==> config.mk <==
export PLATFORM = sky130hd
export DESIGN_NAME = erq_top
export DESIGN_NICKNAME = d
export VERILOG_FILES = /design/src/erq_pkg.sv /design/src/erq_top.sv
export SDC_FILE = /design/constraint.sdc
export NUM_CORES = 1
export LEC_CHECK = 0
export BUFFER_PORTS_ARGS = -buffer_cell sky130_fd_sc_hd__buf_2
export CORE_AREA = 2 2 90 92
export DETAILED_ROUTE_END_ITERATION = 10
export DIE_AREA = 0 0 92 94
export GPL_ROUTABILITY_DRIVEN = 1
export HOLD_SLACK_MARGIN = 0.03
export PLACE_DENSITY = 0.76
export REMOVE_ABC_BUFFERS = 1
export SETUP_SLACK_MARGIN = 0.1
export SYNTH_ARGS = -nofsm -noshare
export SYNTH_HDL_FRONTEND = slang
export SYNTH_SLANG_ARGS = --single-unit
==> constraint.sdc <==
create_clock -name i_clk -period 1.8 [get_ports i_clk]
set_clock_uncertainty 0.05 [all_clocks]
set_input_delay 0.27 -clock i_clk [delete_from_list [all_inputs] [get_ports i_clk]]
set_output_delay 0.27 -clock i_clk [all_outputs]
set_load 0.1 [all_outputs]
==> src/erq_pkg.sv <==
/*
 * erq_pkg: register map, field layout and carrier types of the
 * receive-frame qualifier. Assumes a 32-bit AHB-Lite register bus.
 */
`default_nettype none
package erq_pkg;
    // ************************************************************
    // register map: printed offsets are indices, byte = 4 * index
    // ************************************************************
    localparam logic [7:0] IDX_SUPPR  = 8'h05;
    localparam logic [7:0] IDX_SST    = 8'h06;
    localparam logic [7:0] IDX_RXCFG1 = 8'h0B;
    localparam logic [7:0] IDX_STATUS = 8'h10;
    localparam logic [7:0] IDX_MASK   = 8'h11;
    localparam logic [7:0] IDX_CTRL   = 8'h12;
    // ************************************************************
    // field positions
    // ************************************************************
    localparam int SUP_EN_BIT   = 7;
    localparam int SUP_RXS_BIT  = 6;
    localparam int SUP_THLD_LSB = 0;
    localparam int SST_LSB      = 0;
    localparam int RX_CH_BIT    = 7;
    localparam int RX_LP_LSB    = 4;
    localparam int RX_ZERO_LSB  = 0;
    localparam int CT_NOPAR_BIT = 0;
    localparam int CT_NOCRC_BIT = 1;
    localparam int CT_NRT_BIT   = 2;
    localparam int CT_PROTO_LSB = 3;
    localparam int EV_RXS       = 0;
    localparam int EV_SOFT      = 1;
    localparam int EV_RESTART   = 2;
    // ************************************************************
    // codes, reset values, counts
    // ************************************************************
    localparam logic [1:0] PROTO_OTHER = 2'h0;
    localparam logic [1:0] PROTO_A106  = 2'h1;
    localparam logic [1:0] PROTO_B106  = 2'h2;
    localparam logic [5:0] SC_CNT_MAX  = 6'h3F;
    localparam logic [7:0] RST_BYTE    = 8'h00;
    localparam logic [2:0] RST_EV      = 3'h0;
    typedef enum logic [2:0] {
        ERQ_RS_NONE   = 3'b000,
        ERQ_RS_SUPPR  = 3'b001,
        ERQ_RS_SST    = 3'b010,
        ERQ_RS_RXCFG1 = 3'b011,
        ERQ_RS_STATUS = 3'b100,
        ERQ_RS_MASK   = 3'b101,
        ERQ_RS_CTRL   = 3'b110
    } erq_rsel_t;
    typedef struct packed {
        logic       enable;
        logic       rxs_any;
        logic [3:0] thld;
    } erq_suppr_t;
    typedef struct packed {
        logic       channel;
        logic [2:0] lowpass_select;
        logic       zero_setting_a;
        logic       zero_setting_b;
        logic       zero_setting_c;
        logic       zero_setting_d;
    } erq_rxcfg_t;
    typedef struct packed {
        logic       no_par_rx;
        logic       no_crc_rx;
        logic       pay_nrt;
        logic [1:0] proto;
    } erq_ctrl_t;
endpackage
`default_nettype wire

==> src/erq_top.sv <==
/*
 * erq_top: receive-frame qualifier with AHB-Lite register slave.
 * Assumes receiver event inputs are one-cycle pulses synchronous
 * to i_clk and a quarter-etu tick supplied by the framing timer.
 */
`default_nettype none
module erq_top (
    input  wire logic        i_clk,
    input  wire logic        i_reset_n,
    input  wire logic        i_hsel,
    input  wire logic [31:0] i_haddr,
    input  wire logic [1:0]  i_htrans,
    input  wire logic        i_hwrite,
    input  wire logic [2:0]  i_hsize,
    input  wire logic [31:0] i_hwdata,
    input  wire logic        i_hready,
    output logic             o_hreadyout,
    output logic [31:0]      o_hrdata,
    output logic             o_hresp,
    input  wire logic        i_nibble_done,
    input  wire logic        i_nibble_err,
    input  wire logic        i_frame_end,
    input  wire logic [8:0]  i_byte_count,
    input  wire logic        i_rx_err,
    input  wire logic        i_par_err,
    input  wire logic        i_crc_err,
    input  wire logic        i_mrt_end,
    input  wire logic        i_qetu_tick,
    input  wire logic        i_subcarrier,
    input  wire logic        i_both_ch_en,
    input  wire logic        i_manual_sel,
    input  wire logic        i_auto_pm,
    output logic             o_am_en,
    output logic             o_pm_en,
    output logic             o_frame_pm,
    output erq_pkg::erq_rxcfg_t o_rxcfg,
    output erq_pkg::erq_ctrl_t  o_ctrl,
    output logic             o_suppress_en,
    output logic             o_discard,
    output logic             o_irq
);
    // ************************************************************
    // state
    // ************************************************************
    typedef struct packed {
        logic                ready;
        logic [31:0]         rdata;
        logic                pend;
        logic                pwr;
        erq_pkg::erq_rsel_t  psel;
        erq_pkg::erq_suppr_t sup;
        logic [4:0]          sst;
        erq_pkg::erq_rxcfg_t rx;
        erq_pkg::erq_ctrl_t  ct;
        logic [2:0]          status;
        logic [2:0]          mask;
        logic                irq;
        logic                discard;
        logic                sc_run;
        logic [5:0]          sc_cnt;
        logic                am_en;
        logic                pm_en;
        logic                frame_pm;
    } erq_state_t;

    erq_state_t st_q;
    erq_state_t st_d;

    function automatic erq_pkg::erq_rsel_t decode(
        input logic [31:0] addr);
        erq_pkg::erq_rsel_t r;
        r = erq_pkg::ERQ_RS_NONE;
        if (addr[1:0] == 2'h0 && addr[31:10] == 22'h0) begin
            unique case (addr[9:2])
                erq_pkg::IDX_SUPPR:  r = erq_pkg::ERQ_RS_SUPPR;
                erq_pkg::IDX_SST:    r = erq_pkg::ERQ_RS_SST;
                erq_pkg::IDX_RXCFG1: r = erq_pkg::ERQ_RS_RXCFG1;
                erq_pkg::IDX_STATUS: r = erq_pkg::ERQ_RS_STATUS;
                erq_pkg::IDX_MASK:   r = erq_pkg::ERQ_RS_MASK;
                erq_pkg::IDX_CTRL:   r = erq_pkg::ERQ_RS_CTRL;
                default:             r = erq_pkg::ERQ_RS_NONE;
            endcase
        end
        return r;
    endfunction

    // ************************************************************
    // next state
    // ************************************************************
    logic [2:0] ev;
    logic       err;
    logic       short_f;
    logic       early;
    logic [7:0] wb;

    always_comb begin
        st_d = st_q;
        ev = 3'h0;
        wb = i_hwdata[7:0];
        st_d.discard = 1'b0;
        // one wait state: write lands before any later read
        if (st_q.pend) begin
            st_d.pend = 1'b0;
            st_d.ready = 1'b1;
            st_d.rdata = 32'h0;
            if (st_q.pwr) begin
                unique case (st_q.psel)
                    erq_pkg::ERQ_RS_SUPPR: begin
                        st_d.sup.enable = wb[erq_pkg::SUP_EN_BIT];
                        st_d.sup.rxs_any = wb[erq_pkg::SUP_RXS_BIT];
                        st_d.sup.thld = wb[erq_pkg::SUP_THLD_LSB+:4];
                    end
                    erq_pkg::ERQ_RS_SST:
                        st_d.sst = wb[erq_pkg::SST_LSB+:5];
                    erq_pkg::ERQ_RS_RXCFG1: st_d.rx = wb;
                    erq_pkg::ERQ_RS_MASK:   st_d.mask = wb[2:0];
                    erq_pkg::ERQ_RS_CTRL: begin
                        st_d.ct.no_par_rx = wb[erq_pkg::CT_NOPAR_BIT];
                        st_d.ct.no_crc_rx = wb[erq_pkg::CT_NOCRC_BIT];
                        st_d.ct.pay_nrt = wb[erq_pkg::CT_NRT_BIT];
                        st_d.ct.proto = wb[erq_pkg::CT_PROTO_LSB+:2];
                    end
                    erq_pkg::ERQ_RS_STATUS,
                    erq_pkg::ERQ_RS_NONE: ;
                endcase
            end else begin
                unique case (st_q.psel)
                    erq_pkg::ERQ_RS_SUPPR: st_d.rdata[7:0] =
                        {st_q.sup.enable, st_q.sup.rxs_any,
                         2'h0, st_q.sup.thld};
                    erq_pkg::ERQ_RS_SST:
                        st_d.rdata[7:0] = {3'h0, st_q.sst};
                    erq_pkg::ERQ_RS_RXCFG1: st_d.rdata[7:0] = st_q.rx;
                    erq_pkg::ERQ_RS_STATUS:
                        st_d.rdata[2:0] = st_q.status;
                    erq_pkg::ERQ_RS_MASK: st_d.rdata[2:0] = st_q.mask;
                    erq_pkg::ERQ_RS_CTRL:
                        st_d.rdata[4:0] = {st_q.ct.proto, st_q.ct.pay_nrt,
                            st_q.ct.no_crc_rx, st_q.ct.no_par_rx};
                    erq_pkg::ERQ_RS_NONE: ;
                endcase
            end
        end else if (i_hsel && i_htrans[1] && i_hready) begin
            st_d.pend = 1'b1;
            st_d.ready = 1'b0;
            st_d.pwr = i_hwrite;
            st_d.psel = decode(i_haddr);
        end

        // start interrupt: ISO-A 106 gates it on the first nibble
        if (i_nibble_done) begin
            if (st_q.ct.proto != erq_pkg::PROTO_A106 ||
                !i_nibble_err || st_q.sup.rxs_any) begin
                ev[erq_pkg::EV_RXS] = 1'b1;
            end
        end

        // frame end: crc / parity errors only count when checked
        err = i_rx_err | (i_crc_err & ~st_q.ct.no_crc_rx)
            | (i_par_err & ~st_q.ct.no_par_rx);
        short_f = i_byte_count < {5'h0, st_q.sup.thld};
        if (i_frame_end && err) begin
            // relies on software keeping crc / parity checked
            if (st_q.sup.enable && short_f) begin
                st_d.discard = 1'b1;
                ev[erq_pkg::EV_RESTART] = 1'b1;
            end else begin
                ev[erq_pkg::EV_SOFT] = 1'b1;
            end
        end

        // ISO-B subcarrier start window, quarter-etu resolution
        early = st_q.sc_cnt < {1'b0, st_q.sst};
        if (i_mrt_end) begin
            st_d.sc_run = 1'b1;
            st_d.sc_cnt = 6'h0;
        end else if (st_q.sc_run && i_subcarrier) begin
            st_d.sc_run = 1'b0;
            if (st_q.ct.proto == erq_pkg::PROTO_B106 && early) begin
                ev[erq_pkg::EV_SOFT] = 1'b1;
                if (st_q.sup.enable) begin
                    st_d.discard = 1'b1;
                    ev[erq_pkg::EV_RESTART] = 1'b1;
                end
            end
        end else if (st_q.sc_run && i_qetu_tick &&
                     st_q.sc_cnt != erq_pkg::SC_CNT_MAX) begin
            st_d.sc_cnt = st_q.sc_cnt + 6'h1;
        end

        // set wins over a write-one clear in the same cycle
        if (st_q.pend && st_q.pwr &&
            st_q.psel == erq_pkg::ERQ_RS_STATUS) begin
            st_d.status = st_q.status & ~wb[2:0];
        end
        st_d.status = st_d.status | ev;
        st_d.irq = |(st_d.status & st_d.mask);

        // channel routing; automatic choice comes from the receiver
        if (!i_both_ch_en) begin
            st_d.am_en = ~st_q.rx.channel;
            st_d.pm_en = st_q.rx.channel;
            st_d.frame_pm = st_q.rx.channel;
        end else begin
            st_d.am_en = 1'b1;
            st_d.pm_en = 1'b1;
            st_d.frame_pm = i_manual_sel ? st_q.rx.channel
                                         : i_auto_pm;
        end
    end

    always_ff @(posedge i_clk) begin
        if (!i_reset_n) begin
            st_q <= '0;
            st_q.ready <= 1'b1;
            st_q.am_en <= 1'b1;
        end else begin
            st_q <= st_d;
        end
    end

    // ************************************************************
    // outputs
    // ************************************************************
    assign o_hreadyout = st_q.ready;
    assign o_hrdata = st_q.rdata;
    assign o_hresp = 1'b0;
    assign o_am_en = st_q.am_en;
    assign o_pm_en = st_q.pm_en;
    assign o_frame_pm = st_q.frame_pm;
    assign o_rxcfg = st_q.rx;
    assign o_ctrl = st_q.ct;
    assign o_suppress_en = st_q.sup.enable;
    assign o_discard = st_q.discard;
    assign o_irq = st_q.irq;
endmodule
`default_nettype wire

# Word level (Yosys, flattened, before mapping)
# Index checks and enable logic that the tools add are counted.
[word_totals] latch_bits=0 regBits=56 input_bits=95 wordCells=117 mem_bits_ro=0 mem_count=0 out_inout_bits=53 ramBits=0
[op_classes] magnitude_cmp=2 add_sub_neg=1 eq_ne=15 reduce_logical=27 mux=30 n_mul=0 bitwise=14 n_div=0 shifts=0
[op_table] op="$pmux 3 s6" count=2
[op_table] op="$eq 8x5->1 const B" count=3
[op_table] op="$logic_not 22->1" count=1
[op_table] op="$eq 8x3->1 const B" count=2
[op_table] op="$mux 3" count=5
[op_table] op="$mux 2" count=6
[op_table] op="$mux 6" count=2
[op_table] op="$reduce_and 3->1" count=4
[op_table] op="$logic_and 1x1->1" count=11
[op_table] op="$mux 1" count=10
[op_table] op="$eq 3x3->1 const B" count=3
[op_table] op="$lt 9x4->1" count=1
[op_table] op="$eq 8x4->1 const B" count=1
[op_table] op="$mux 8" count=1
[op_table] op="$pmux 2 s4" count=1
[op_table] op="$mux 7" count=1
[op_table] op="$add 6x1->6 const B" count=1
[op_table] op="$and 3x3->3" count=2
[op_table] op="$eq 3x2->1 const B" count=2
[op_table] op="$lt 6x5->1" count=1
[op_table] op="$ne 6x6->1 const B" count=1
[op_table] op="$not 1->1" count=6
[op_table] op="$pmux 3 s2" count=1
[op_table] op="$reduce_or 2->1" count=3
[op_table] op="other kinds (14)" count=18

# Logic depth before layout (Yosys ltp)
[depth] word_depth=13 depth_mapped=7 ltp_nobuf=7

# Least setup slack after synthesis
# No wires, ideal clock.
[synth_timing] kind="register -> register" from="reg st_q, in the netlist o_suppress_en" to="reg st_q, in the netlist o_irq" n_path_buf=0 synth_period_minus_slack_ns=2.359 arrival_ns=2.174 path_stages_with_launch=6 setup_time_ns=0.135 setup_slack_ns=-0.559 t_required_ns=1.615 cell_sequence="dfxtp_1 or4b_4 a21oi_2 o211ai_2 a221oi_2 o221ai_1"
[synth_via] elab_chain_cells=10 word_cells_on_any_way=11 classes_between="7 x mux; 2 x bitwise; 2 x reduce/logical"
[synth_lines] item="from (decl)" line="erq_top.sv:66" rtl="erq_state_t st_q;"
[synth_lines] item="from (signal assigned)" line="erq_top.sv:218" rtl="st_q <= st_d;"
[synth_lines] item="$logic_and 1x1->1" line="erq_top.sv:164" rtl="if (st_q.sup.enable && short_f) begin"
[synth_lines] item="$mux 1" line="erq_top.sv:164"
[synth_lines] item="$mux 2" line="erq_top.sv:162" rtl="if (i_frame_end && err) begin"
[synth_lines] item="$mux 1" line="erq_top.sv:181" rtl="if (st_q.sup.enable) begin"
[synth_lines] item="$mux 2" line="erq_top.sv:179" rtl="if (st_q.ct.proto == erq_pkg::PROTO_B106 && early) begin"
[synth_lines] item="$mux 2" line="erq_top.sv:177" rtl="end else if (st_q.sc_run && i_subcarrier) begin"
[synth_lines] item="$mux 2 *" line="erq_top.sv:174" rtl="if (i_mrt_end) begin"
[synth_lines] item="$or 3x3->3 *" line="erq_top.sv:196" rtl="st_d.status = st_d.status | ev;"
[synth_lines] item="$and 3x3->3 *" line="erq_top.sv:197" rtl="st_d.irq = |(st_d.status & st_d.mask);"
[synth_lines] item="$reduce_or 3->1 *" line="erq_top.sv:197"
# Mark *: on every way between the ends. The rest lies on a longest branch, timed or not.
# A chain may end at the register's enable or synchronous reset.

# Final worst setup path
[layout_timing] from="reg st_q[39] (netlist name)" to="reg st_q[16] (netlist name)"
[layout_via] elab_chain_cells=8
[layout_lines] item="$lt 9x4->1 *" line="erq_top.sv:161" rtl="short_f = i_byte_count < {5'h0, st_q.sup.thld};"
[layout_lines] item="$logic_and 1x1->1 *" line="erq_top.sv:164"
[layout_lines] item="$mux 1 *" line="erq_top.sv:164"
[layout_lines] item="$mux 2 *" line="erq_top.sv:162"
[layout_lines] item="$mux 2" line="erq_top.sv:179"
[layout_lines] item="$mux 2" line="erq_top.sv:177"
[layout_lines] item="$mux 2 *" line="erq_top.sv:174"
[layout_lines] item="$or 3x3->3 *" line="erq_top.sv:196"
# Marked as above.

==> metrics.txt <==
dpl ws=-0.2391 ns; crit-path cells=inv_2 > ha_4 > or4b_4 > a21oi_2 > o211ai_2 > a221oi_2 > buf_4 > nor2b_1; Buffers & Inverters on Critical Path=2; MaxCap Viol Count=0; Final setup viols=2; Largest stage delay, worst path=0.48 ns; Final Non-Filler Cells=552; Worst VDD drop=292.4 uV; max-slew violations=0; hold-fix buffers at CTS=0; Max Root-Sink Buffers=2; die height=94 um; Initial Utilization=42.68%; DR WL met2=3768 um; GRT Util Overall=17.73%; status=finished with violations; DRC viols=0; PnR worst setup slack=-0.1372 ns; total die area=0.008648 mm2; main area contributors after synthesis=dfxtp_1, buf_4, mux2i_1, nor2b_1, ha_1; Post-synth ARST share=0%; Post-synth EDFFs=0; clock sinks=56; crit path launch type=flop; number of antenna violations at the first check in global routing=0; Top FF cell, synth=dfxtp_1; Root Buffer=clkbuf_8; Hold Fails Final Rpt=0; register area=0.001122 mm2; drt first pass iters=4; cell row count=32; commonest non-fill, non-tap cell in the layout=buf_2; TritonCTS clock tree=done; area leader, netlist=dfxtp_1; CTS buffer count=5; Die Wd=92 um; fmax=516.2 MHz; Syn Area/Cell=9.044 um2; Detail Route Antenna Nets=0; routability cong.=0.8750; Reg2Reg Setup Slack=-0.14 ns; Seq/Total Area, Yosys=34.53%; GR Overflow Total=0; Gate Count Post-Synth=359; area share of the leading cell type in the synthesized netlist=34.53%; Multi-input gate area=0.001798 mm2; Clock transition at path regs=0.09 ns; worst skew pair latency=0.31 ns; largest net degree at the start of global routing=47; Cell Pwr Density=625.7 mW/mm2; period utilization=107.6%; Setup Crit Path Kind=flop to flop; routed wire length per instance=13.83 um; failing checks=setup timing; dpl cells=542; via count=2,728; metal3 WL=448 um; share of layout cells above drive strength 1=32.44%; Max stage delay cell, worst path=or4b_4; required time worst endpoint=1.96 ns; Hold Path Class=input pin to flop; CORE AREA=0.007607 mm2; Yosys cell types=58; Min Clock Period, post-route=1.937 ns; warnings from Yosys=0; final core occ=50.61%; most frequent cells in the layout=buf_2, dfxtp_1, nor2b_1; crit-path leading delay family=compound AO/OA/AOI/OAI gates; final WL=7636 um; Antenna Cells=0; top sig layer=met4; Vias/cell=4.942; number of global-route vias before repair=2,790; FF+latch count, synth=56; Pleak=1.583 nW; Min Hold Slack=0.1300 ns; number of port buffers=94; global-route wire length before repair=12,360 um; Power, Total=2.409 mW; Synth Cell Area=0.003247 mm2; RSZ-0062 raised after global routing=true; drt initial violations=61; # fillers=737; Nets=552; Worst Path Max Fanout=3; hpwl dp=6020 um; Data arrival, critical path=2.09 ns; CP Capture Type=flop; WL met1=3254 um; # IOs=148; CTS H-tree lvls=2; Syn-to-layout area delta=18.57%
[kinds of logic (layout without fill, tap and decap cells)]
family,Yosys count,after routing,synth area share [%]
AO/OA/AOI/OAI,45,45,9.904
XOR/XNOR,6,6,1.618
adder cells (fa/ha/maj),8,8,3.083
buffers and inverters,72,139,13.72
flip-flops,56,56,34.53
multiplexers,38,38,12.64
other,1,25,0.1155
AND/OR/NAND/NOR,133,133,24.39
[per-stage QoR]
step	TNS (ns)	instance area (um2)
global route	-0.5223	3850
detailed placement	-0.4412	3716
global placement	-0.2484	3716
floorplan	-2.245	2940
CTS	-0.3459	3841
finish	-0.2741	3850
[final cells by class]
type	count	area share, %
clock buffers	8	2.340
inverters	13	1.267
multi-input cells	255	46.70
flip-flops and latches	56	29.15
well taps	102	3.315
repair buffers	118	17.22
[worst paths after layout]
kind,start,end,depth (start not counted)
worst max-delay path,st_q[39]$_SDFFE_PN0P_,st_q[16]$_SDFF_PN0_,8
worst min-delay path,i_both_ch_en,o_pm_en$_SDFF_PN0_,2
worst max register to register,st_q[39]$_SDFFE_PN0P_,st_q[16]$_SDFF_PN0_,8
worst min register to register,o_hrdata[1]$_SDFFE_PN0P_,o_hrdata[1]$_SDFFE_PN0P_,2
[sequential cells by signal, summed over array words and instances (netlist names)]
| register | count |
|---|---|
| o_frame_pm | 1 |
| o_am_en | 1 |
| o_pm_en | 1 |
| o_suppress_en | 1 |
| o_irq | 1 |
| o_hrdata | 8 |
| o_hreadyout | 1 |
| o_discard | 1 |
| o_rxcfg | 8 |
| st_q | 28 |
| o_ctrl | 5 |
[per-layer routing]
metal | track usage (%) | up-vias
li1 | - | 1360
met1 | 20.49 | 1256
met2 | 32.48 | 99
met3 | 3.371 | 13
met4 | 6.592 | 0
met5 | 0 | -
[worst reg2reg max path, stage by stage (launching register included)]
cell and delay [ns]:
dfxtp_2 0.34, inv_2 0.04, ha_4 0.14, or4b_4 0.48, a21oi_2 0.13, o211ai_2 0.13
a221oi_2 0.34, buf_4 0.15, nor2b_1 0.03
[repair_timing]
action,in CTS,in global routing
gates cloned,0,0
setup endpoints to repair,4,9
pin swaps,4,4
buffers inserted,2,1
resized for setup,5,2
[cells in the mapped netlist, types with 9 or more instances]
library cell  count
mux2i_1          32
nand2b_1          9
nor2b_1          34
dfxtp_1          56
clkbuf_1         11
nand3_1           9
buf_4            46
nand2_1          25
o21ai_1           9
nor2_1           13
inv_1            13
[power by group]
group	internal [mW]	switching, mW	total (mW)
clock	0.315	0.394	0.709
sequential	1.25	0.00638	1.25
combinational	0.107	0.339	0.446
total	1.67	0.739	2.41
(Power assumes the default switching activity.)
